$ cat src/iad_consts.svh
`ifndef IAD_CONSTS_SVH
`define IAD_CONSTS_SVH

// ****************************************************************
// Pointer map
// ****************************************************************
`define IAD_BANK_LAST    16'h0fff
`define IAD_LIN_BASE     16'h2000
`define IAD_LIN_LAST     16'h29af
`define IAD_FLASH_BIT    15
`define IAD_EE_PAGE      8'h70

// ****************************************************************
// Banked layout
// ****************************************************************
`define IAD_GPR_BYTES    12'h050
`define IAD_GPR_START    7'h20
`define IAD_PORT_LOC_HI  6'h00
`define IAD_READ_ZERO    8'h00

`endif

$ cat src/iad_pkg.sv
package iad_pkg;

  typedef enum logic [1:0] {
    IAD_IDLE    = 2'b00,
    IAD_ACCESS  = 2'b01,
    IAD_STRETCH = 2'b10,
    IAD_SPARE   = 2'b11
  } iad_phase_e;

  typedef enum logic [2:0] {
    IAD_RG_BANKED = 3'b000,
    IAD_RG_LINEAR = 3'b001,
    IAD_RG_FLASH  = 3'b010,
    IAD_RG_EEPROM = 3'b011,
    IAD_RG_SELF   = 3'b100,
    IAD_RG_NONE   = 3'b101
  } iad_region_e;

  typedef logic [15:0] iad_ptr_t;

endpackage : iad_pkg

$ cat src/iad_linear_map.sv
`timescale 1ns/1ps
`include "iad_consts.svh"

module iad_linear_map (
  input  wire logic [15:0] linPtr,
  output logic      [11:0] bankAddr
);
  import iad_pkg::*;

  logic [11:0] offset;
  logic [11:0] quot;
  logic [11:0] prod;
  logic [6:0]  idx;

  // Banks 0 to 30 each lend their 80 general purpose bytes; common bytes stay out of reach
  always_comb begin
    offset   = 12'(linPtr - `IAD_LIN_BASE);
    quot     = offset / `IAD_GPR_BYTES;
    prod     = 12'(quot[4:0]) * `IAD_GPR_BYTES;
    idx      = 7'(offset - prod);
    bankAddr = {quot[4:0], 7'(idx + `IAD_GPR_START)};
  end

endmodule : iad_linear_map

$ cat src/iad_decoder.sv
`timescale 1ns/1ps
`include "iad_consts.svh"

// What this block does
// An access to the indirect access port goes to the location held in the selected pointer.
// A pointer naming either port location reads zero and drops the write.
// The pointer is its high byte and low byte joined into one 16-bit address.
// Pointers 0x000 to 0xFFF reach banked data memory at the same absolute address.
// Pointers 0x2000 to 0x29AF walk the 80-byte RAM blocks of successive banks.
// Reads of unimplemented memory return 0x00.
// The linear range never reaches the 16 common bytes of a bank.
// With the top pointer bit set, the lower 15 bits are a flash word address.
// A flash read hands only the low eight bits of the word to the data path.
// Writes aimed at flash leave it unchanged.
// Any indirect flash access takes exactly one extra instruction cycle.
// High byte 0x70 selects EEPROM location given by the low byte.
// Writes aimed at EEPROM leave it unchanged.
// An indirect EEPROM read takes one extra instruction cycle.
// Pointers outside every region read zero and ignore writes.

module iad_decoder (
  input  wire logic         clk,
  input  wire logic         rst_n,
  input  wire logic         reqValid,
  input  wire logic         reqWrite,
  input  wire logic         ptrSel,
  input  wire logic [7:0]   ptr0High,
  input  wire logic [7:0]   ptr0Low,
  input  wire logic [7:0]   ptr1High,
  input  wire logic [7:0]   ptr1Low,
  input  wire logic [7:0]   reqWrData,
  input  wire logic [7:0]   dmemRdData,
  input  wire logic [13:0]  flashRdWord,
  input  wire logic [7:0]   eeRdData,
  output logic              busy,
  output logic              done,
  output logic [7:0]        rdData,
  output logic              nvStretch,
  output logic [11:0]       dmemAddr,
  output logic              dmemRd,
  output logic              dmemWr,
  output logic [7:0]        dmemWrData,
  output logic [14:0]       flashAddr,
  output logic              flashRd,
  output logic [7:0]        eeAddr,
  output logic              eeRd
);
  import iad_pkg::*;

  typedef struct packed {
    iad_phase_e  phase;
    iad_region_e region;
    logic        isWrite;
    logic        stretch;
    logic        busy;
    logic        done;
    logic [7:0]  rdData;
    logic [11:0] dmemAddr;
    logic        dmemRd;
    logic        dmemWr;
    logic [7:0]  dmemWrData;
    logic [14:0] flashAddr;
    logic        flashRd;
    logic [7:0]  eeAddr;
    logic        eeRd;
  } iad_state_s;

  iad_state_s st_r;
  iad_state_s st_nxt;

  iad_ptr_t    ptr;
  iad_region_e region;
  logic [11:0] linAddr;

  // ****************************************************************
  // Pointer decode
  // ****************************************************************
  always_comb begin
    ptr = ptrSel ? {ptr1High, ptr1Low} : {ptr0High, ptr0Low};
    if (ptr[`IAD_FLASH_BIT]) begin
      region = IAD_RG_FLASH;
    end else if (ptr <= `IAD_BANK_LAST) begin
      // Port locations sit at the foot of every bank
      if (ptr[6:1] == `IAD_PORT_LOC_HI) begin
        region = IAD_RG_SELF;
      end else begin
        region = IAD_RG_BANKED;
      end
    end else if (ptr >= `IAD_LIN_BASE && ptr <= `IAD_LIN_LAST) begin
      region = IAD_RG_LINEAR;
    end else if (ptr[15:8] == `IAD_EE_PAGE) begin
      region = IAD_RG_EEPROM;
    end else begin
      region = IAD_RG_NONE;
    end
  end

  iad_linear_map u_linear_map (
    .linPtr   (ptr),
    .bankAddr (linAddr)
  );

  // ****************************************************************
  // Access sequencing
  // ****************************************************************
  always_comb begin
    st_nxt      = st_r;
    st_nxt.done = 1'b0;
    case (st_r.phase)
      IAD_IDLE: begin
        if (reqValid) begin
          st_nxt.phase      = IAD_ACCESS;
          st_nxt.busy       = 1'b1;
          st_nxt.region     = region;
          st_nxt.isWrite    = reqWrite;
          st_nxt.dmemWrData = reqWrData;
          st_nxt.dmemAddr   = (region == IAD_RG_LINEAR) ? linAddr : ptr[11:0];
          st_nxt.flashAddr  = ptr[14:0];
          st_nxt.eeAddr     = ptr[7:0];
          st_nxt.dmemRd     = !reqWrite &&
                              (region == IAD_RG_BANKED || region == IAD_RG_LINEAR);
          st_nxt.dmemWr     = reqWrite &&
                              (region == IAD_RG_BANKED || region == IAD_RG_LINEAR);
          // Non-volatile targets never see a write strobe
          st_nxt.flashRd    = !reqWrite && region == IAD_RG_FLASH;
          st_nxt.eeRd       = !reqWrite && region == IAD_RG_EEPROM;
          st_nxt.stretch    = (region == IAD_RG_FLASH) ||
                              (region == IAD_RG_EEPROM && !reqWrite);
        end
      end
      IAD_ACCESS: begin
        st_nxt.dmemWr = 1'b0;
        if (st_r.stretch) begin
          st_nxt.phase = IAD_STRETCH;
        end else begin
          st_nxt.phase   = IAD_IDLE;
          st_nxt.busy    = 1'b0;
          st_nxt.done    = 1'b1;
          st_nxt.dmemRd  = 1'b0;
          st_nxt.rdData  = (!st_r.isWrite && (st_r.region == IAD_RG_BANKED ||
                           st_r.region == IAD_RG_LINEAR)) ? dmemRdData
                                                           : `IAD_READ_ZERO;
        end
      end
      IAD_STRETCH: begin
        st_nxt.phase   = IAD_IDLE;
        st_nxt.busy    = 1'b0;
        st_nxt.done    = 1'b1;
        st_nxt.stretch = 1'b0;
        st_nxt.flashRd = 1'b0;
        st_nxt.eeRd    = 1'b0;
        if (st_r.isWrite) begin
          st_nxt.rdData = `IAD_READ_ZERO;
        end else if (st_r.region == IAD_RG_FLASH) begin
          st_nxt.rdData = flashRdWord[7:0];
        end else begin
          st_nxt.rdData = eeRdData;
        end
      end
      default: begin
        st_nxt.phase = IAD_IDLE;
        st_nxt.busy  = 1'b0;
      end
    endcase
  end

  always_ff @(posedge clk) begin
    if (!rst_n) begin
      st_r <= '0;
    end else begin
      st_r <= st_nxt;
    end
  end

  assign busy       = st_r.busy;
  assign done       = st_r.done;
  assign rdData     = st_r.rdData;
  assign nvStretch  = st_r.stretch;
  assign dmemAddr   = st_r.dmemAddr;
  assign dmemRd     = st_r.dmemRd;
  assign dmemWr     = st_r.dmemWr;
  assign dmemWrData = st_r.dmemWrData;
  assign flashAddr  = st_r.flashAddr;
  assign flashRd    = st_r.flashRd;
  assign eeAddr     = st_r.eeAddr;
  assign eeRd       = st_r.eeRd;

  // ****************************************************************
  // Checks
  // ****************************************************************
  logic takeReq;
  assign takeReq = reqValid && st_r.phase == IAD_IDLE;

  ptr_routes_a: assert property (@(posedge clk) disable iff (!rst_n)
    takeReq && region == IAD_RG_BANKED |=> dmemAddr == $past(ptr[11:0]))
    else $error("banked pointer not routed");

  self_zero_a: assert property (@(posedge clk) disable iff (!rst_n)
    takeReq && ptr <= `IAD_BANK_LAST && ptr[6:1] == 6'h00
      |=> !dmemWr && !dmemRd ##1 done && rdData == 8'h00)
    else $error("port self access not suppressed");

  join_bytes_a: assert property (@(posedge clk) disable iff (!rst_n)
    takeReq && ptrSel && !ptr1High[7] |=> eeAddr == $past(ptr1Low))
    else $error("pointer bytes not joined");

  linear_map_a: assert property (@(posedge clk) disable iff (!rst_n)
    takeReq && ptr == 16'h2050 |=> dmemAddr == 12'h0a0)
    else $error("linear bank step wrong");

  linear_common_a: assert property (@(posedge clk) disable iff (!rst_n)
    dmemRd && st_r.region == IAD_RG_LINEAR |-> dmemAddr[6:0] >= 7'h20 &&
      dmemAddr[6:0] <= 7'h6f)
    else $error("linear reaches common bytes");

  unmapped_zero_a: assert property (@(posedge clk) disable iff (!rst_n)
    takeReq && region == IAD_RG_NONE |=> !dmemWr ##1 done && rdData == 8'h00)
    else $error("unmapped access not zero");

  flash_low_a: assert property (@(posedge clk) disable iff (!rst_n)
    st_r.phase == IAD_STRETCH && st_r.region == IAD_RG_FLASH && !st_r.isWrite
      |=> rdData == $past(flashRdWord[7:0]))
    else $error("flash low byte wrong");

  nv_no_write_a: assert property (@(posedge clk) disable iff (!rst_n)
    takeReq && reqWrite && (ptr[15] || ptr[15:8] == 8'h70) |=> !dmemWr && !flashRd && !eeRd)
    else $error("write leaked to non-volatile");

  flash_stretch_a: assert property (@(posedge clk) disable iff (!rst_n)
    takeReq && ptr[15] |=> !done ##1 !done ##1 done)
    else $error("flash access not one cycle longer");

  ee_stretch_a: assert property (@(posedge clk) disable iff (!rst_n)
    takeReq && !reqWrite && ptr[15:8] == 8'h70 |=> eeRd ##1 eeRd && !done ##1 done)
    else $error("eeprom read not one cycle longer");

endmodule : iad_decoder

$ cat config.mk
export PLATFORM = sky130hd
export DESIGN_NAME = iad_decoder
export DESIGN_NICKNAME = d
export VERILOG_FILES = /design/src/iad_pkg.sv /design/src/iad_linear_map.sv /design/src/iad_decoder.sv
export VERILOG_INCLUDE_DIRS = /design/src
export SDC_FILE = /design/constraint.sdc
export NUM_CORES = 1
export LEC_CHECK = 0
export CAP_MARGIN = 15
export CORE_UTILIZATION = 30
export DETAILED_ROUTE_END_ITERATION = 7
export DONT_BUFFER_PORTS = 1
export GPL_TIMING_DRIVEN = 0
export PLACE_DENSITY_LB_ADDON = 0.05
export SLEW_MARGIN = 10
export SYNTH_ARGS = -nofsm -noshare
export SYNTH_HDL_FRONTEND = slang
export SYNTH_SLANG_ARGS = --single-unit
$ cat constraint.sdc
create_clock -name clk -period 16.5 [get_ports clk]
set_clock_uncertainty 0.15 [all_clocks]
set_input_delay 1.65 -clock clk [delete_from_list [all_inputs] [get_ports clk]]
set_output_delay 1.65 -clock clk [all_outputs]
set_load 0.01 [all_outputs]
---- Word level (Yosys, flattened, before mapping) ----
Index checks and enable logic that the tools add are counted.
storage, ports and cells
  logic and storage cells ................. 79
  output and inout port bits .............. 58
  register bits after elaboration ......... 64
  bits of input ports ..................... 75
cells by class
  multipliers ............................. 1
  divide/modulo/power cells ............... 1
  add/subtract/negate cells ............... 3
  reductions and logical operators ........ 24
  eq/ne operators ......................... 10
  muxes and demuxes ....................... 22
  order comparisons ....................... 3
operator list
  kind                   count
  $mux 35                1
  $mux 8                 4
  $pmux 9 s2             1
  $ge 16x14->1 const B   1
  $le 16x12->1 const B   1
  $le 16x14->1 const B   1
  $mux 16                1
  $mux 3                 5
  $div 12x7->12 const B  1
  $mux 12                1
  $sub 12x1->12 const B  1
  $mux 10                1
  $reduce_and 2->1       5
  $eq 3x2->1 const B     3
  $eq 8x7->1 const B     1
  $pmux 1 s2             4
  $pmux 2 s2             2
  $add 7x6->7 const B    1
  $sub 7x7->7            1
  $eq 3x1->1 const B     2
  $logic_and 1x1->1      6
  $logic_not 3->1        2
  $logic_not 6->1        1
  $reduce_bool 2->1      3
  other kinds (10)       14

---- Depth between registers and ports, before layout ----
  depth in word-level cells ............... 11
  gate-level depth with buffers ........... 33
  gate-level depth less buffers ........... 27

---- Modules after synthesis ----
Synthesis repeated with hierarchy kept, for this count alone.
unflattened totals
  cell total of the unflattened synthesis .. 544
  area total of the unflattened synthesis .. 4241.6 µm²
modules (own cells, without submodules)
  module          cells an instance  instances  sequential area each (µm²)  area an instance (µm²)
  iad_decoder     386                1          1121.1                      3161.8
  iad_linear_map  158                1          0.0                         1079.8

---- Worst setup path before layout ----
Ideal clock, no wire load.
  kind .................................... input port to flip-flop
  start ................................... in ptrSel
  end ..................................... reg st_r (netlist bit dmemAddr[6])
  path buffers ............................ 5
  required time ........................... 16.229 ns
  setup slack ............................. 7.691 ns
  stages on the path ...................... 32
  arrival ................................. 8.539 ns
  setup time .............................. 0.121 ns
  path through ............................ buf_6 buf_6 buf_2 buf_1 mux2i_1 ha_1 nor2b_1 clkbuf_1 o21ai_1 o311ai_1 xnor2_2 o211ai_1 or3_1 or3_4 a21o_1 a2111o_1 nand3_2 mux2i_1 o21ai_0 a211o_1 a21oi_1 nor2_1 ha_1 ha_1 o21ai_0 nand2b_1 a21oi_1 xnor2_1 xnor2_1 a2111o_1 o31ai_1 nor2_1
between the ends
  word-level cells in the longest chain between the ends .. 8
  elaborated cells on any way between the ends .. 19
  classes of those cells .................. add/sub (3); mul (1); div (1); order compare (3); eq/ne (2); mux (7); reduce/logical (2)
RTL lines
  item                                                                   line                RTL
  start, declared                                                        iad_decoder.sv:26   input wire logic ptrSel,
  $mux 16 *                                                              iad_decoder.sv:79   ptr = ptrSel ? {ptr1High, ptr1Low} : {ptr0High, ptr0Low};
  parallel branches: the longest is 6 deep, another holds $sub 12x1->12  n/a
  $mux 12 *                                                              iad_decoder.sv:117  st_nxt.dmemAddr = (region == IAD_RG_LINEAR) ? linAddr : ptr[11:0];
  end signal, assigned                                                   iad_decoder.sv:171  st_r <= st_nxt;
  end, declared                                                          iad_decoder.sv:68   iad_state_s st_r;
Mark *: on every way between the ends.
A chain may end at the register's enable or synchronous reset.

---- Worst setup path in the final report ----
Same ends and word-level chain as after synthesis.

==> out/metrics.cfg <==
[worst_setup_path]
max_stage_delay_ns = 0.73
worstPathMaxFanout = 10
timing.rr.start = st_r[62]
cpMaxStageDelayCell = mux2i_1
arrival_ns = 10.03
path_class = in2reg
path_common_cell = ha_1
start_kind = input port
crit_path_start = ptrSel
cp-end-kind = register
crit_buf_inv = 5
critPathTopFamily = compound AO/OA/AOI/OAI gates
cp.required_ns = 16.54

[logic_synthesis]
syn_area_um2 = 4434
synthCells = 564
synth.yosys.seq_area_share_pct = 23.48
synth_area_per_cell_um2 = 7.862
syn_nets = 652
synthDistinctLibCells = 82
synth_ff_type = dfxtp_1
yosys_warnings = 0
synth_edf_count = 0
ys_async_sr_fraction_pct = 0
ys_ff_latch = 52

[sta]
max_freq_mhz = 100.1
hold_viol = 0
layout_setup_ws_ns = 6.512
period_share_pct = 60.53
drv_slew = 0
max_slew_margin_pct = 36.00
tns_ns = 0
tightest_slew_ns = 0.9334
rsz0062_at_grt = no
hold_slack_ns = 0.3087
fin_crit_ns = 9.988
finalSetupViolCount = 0

[detailed_routing]
routedWlPerCell_um = 18.12
drt_wl_total_mm = 13.72
drcViolationCount = 0
viasPerCell = 5.309
postRouteAntennaNets = 0
dr.pass1.iters = 4
drt_iter0_markers = 207
vias = 4019

[finish]
final_util_pct = 33.36
fill_cells = 1580
drive_above_1_share_pct = 17.45
layout.nets = 660
num_antenna_cells = 0
area_growth_pct = 8.916

[floorplan]
dieArea_um2 = 15270
die_h_um = 123.6
ios = 133
die_x_um = 123.6
start_util_pct = 30.63
core_area_um2 = 14480
rows = 44

[power_and_ir_drop]
pwr-share-comb_pct = 43.8
p_sw_share_pct = 38.77
finalPower_w = 0.0004437
p_leak_nw = 1.795
p_sw_w = 0.0001720
power.density_nw_per_um2 = 91.88
p_int_w = 0.0002717
p_clk_share_pct = 24.1
peakVddDrop_uv = 48.09
pwr-share-seq_pct = 32.1

[outcome]
status = complete, no violations

[cts]
post_cts_buffers = 0
cts_made_buffers = 5
ctsResizeCount = 0
cts_hold_buffers = 0
clk_latency_ns = 0.30
cts_root_buffer = clkbuf_16
tritoncts = done
cts.sinks = 52
htreeDepth = 2
path_clk_slew_ns = 0.08
clockBufferDepth = 2

[placement]
dp_slack_ns = 6.173
numPortBuffers = 0
place.detailed.hpwl_mm = 10.77
place.gp.congestion = 0.8059

[flow_run]
max_cap_viol_count = 0

[global_route]
grt_max_degree = 18
grt_pass1_vias = 3673
grtUsageTotal_pct = 17.84
antenna_found_initial = 0
grt_pass1_wl_mm = 20.67
overflow = 0

[min_path]
hp-class = reg2reg
hp-start = dmemWrData[4]

==> Yosys cell counts (4+ instances only) <==
cell	count	share of area (%)
nand2b_1	6	0.85
nor3_1	20	2.3
buf_1	5	0.42
buf_4	51	8.6
a21o_1	4	0.68
a211oi_1	23	3.9
mux2i_1	21	4.7
dfxtp_1	52	23
nand2_1	40	3.4
nor2_1	79	6.7
or3_1	4	0.56
inv_1	10	0.85
and2_1	8	1.1
a21oi_1	50	5.6
ha_1	13	3.7
nand3_1	14	1.6
a311oi_1	5	0.99
clkbuf_1	18	1.5
o21ai_0	13	1.5
a211o_1	5	0.99
o31ai_1	4	0.68
xnor2_1	13	2.6
o211ai_1	9	1.5
nor2b_1	4	0.56
==> tightest hold or removal path: stages, from the launching register on <==
cell     delay [ns]
dfxtp_1        0.31
nand2_1        0.05
a21oi_1        0.05
==> power groups by stage <==
stage,Clock (W),Sequential [W],Combinational [W]
finish,0.000107,0.000142,0.000194
global route,0.000116,0.000144,0.000218
CTS,0.000110,0.000142,0.000196
detailed placement,0,0.000145,0.000195
global placement,0,0.000145,0.000193
floorplan,0,0.000143,0.000155
==> state kept, by name (all words and copies together), names as in the netlist <==
signal	flops
eeRd	1
st_r	6
rdData	8
dmemWrData	8
nvStretch	1
dmemRd	1
busy	1
flashAddr	11
dmemWr	1
flashRd	1
dmemAddr	12
done	1
==> cell type report <==
| type | count | area [µm²] | area share (%) |
|---|---|---|---|
| plain buffers | 77 | 496.7 | 10.28 |
| clock buffers | 5 | 125.1 | 2.591 |
| repair buffers | 1 | 5.005 | 0.1036 |
| multi-input cells | 423 | 2864 | 59.30 |
| flip-flops and latches | 52 | 1041 | 21.55 |
| well taps | 184 | 230.2 | 4.767 |
| inverters | 12 | 45.04 | 0.9326 |
| clock inverters | 3 | 22.52 | 0.4663 |
==> cell usage in the layout (no fill, tap or decap), drive strengths merged, types with 6 or more instances in the layout <==
cell type,synthesis,final
or3,6,6
a211oi,24,24
ha,13,13
nor2,79,79
o211ai,11,11
and2,8,8
clkbuf,18,23
nand2,40,40
a21oi,51,51
o21ai,18,18
buf,59,60
nand2b,7,7
mux2i,24,24
dfxtp,52,52
nand3,15,15
nor3,22,22
xnor2,15,15
inv,10,11
==> kinds of logic (layout without fill, tap and decap cells) <==
family	after synthesis	after routing	synth area share (%)
muxes	28	28	7.082
buffers and inverters	89	98	12.22
and+or+nand+nor	205	205	23.28
AOI/OAI and AO/OA	158	158	25.85
adders and majority gates	13	13	3.668
DFF	52	52	23.48
xor gates and xnor gates	19	19	4.430
==> per-stage QoR <==
stage / instances / instance area (µm²)
after CTS: 757 / 4823
after global routing: 757 / 4830
after detailed placement: 749 / 4676
after global placement: 748 / 4664
after floorplan: 564 / 4434
final: 757 / 4830
==> path summary, 6_finish.rpt <==
path / endpoint / slack, ns / depth (start not counted)
worst max-delay path: dmemAddr[6] / 6.51 / 32
worst min-delay path: dmemWrData[4] / 0.31 / 2
worst max register to register: st_r[58] / 13.98 / 8
worst min register to register: dmemWrData[4] / 0.31 / 2
==> layer usage <==
layer  share of wire, %  track usage [%]  routed length, µm
met1                 47            24.67               6450
met2                 46            29.50               6338
met3                6.0            2.701                829
met4               0.74            3.087                102
met5                  0                0                  0
(Power assumes the default switching activity.)
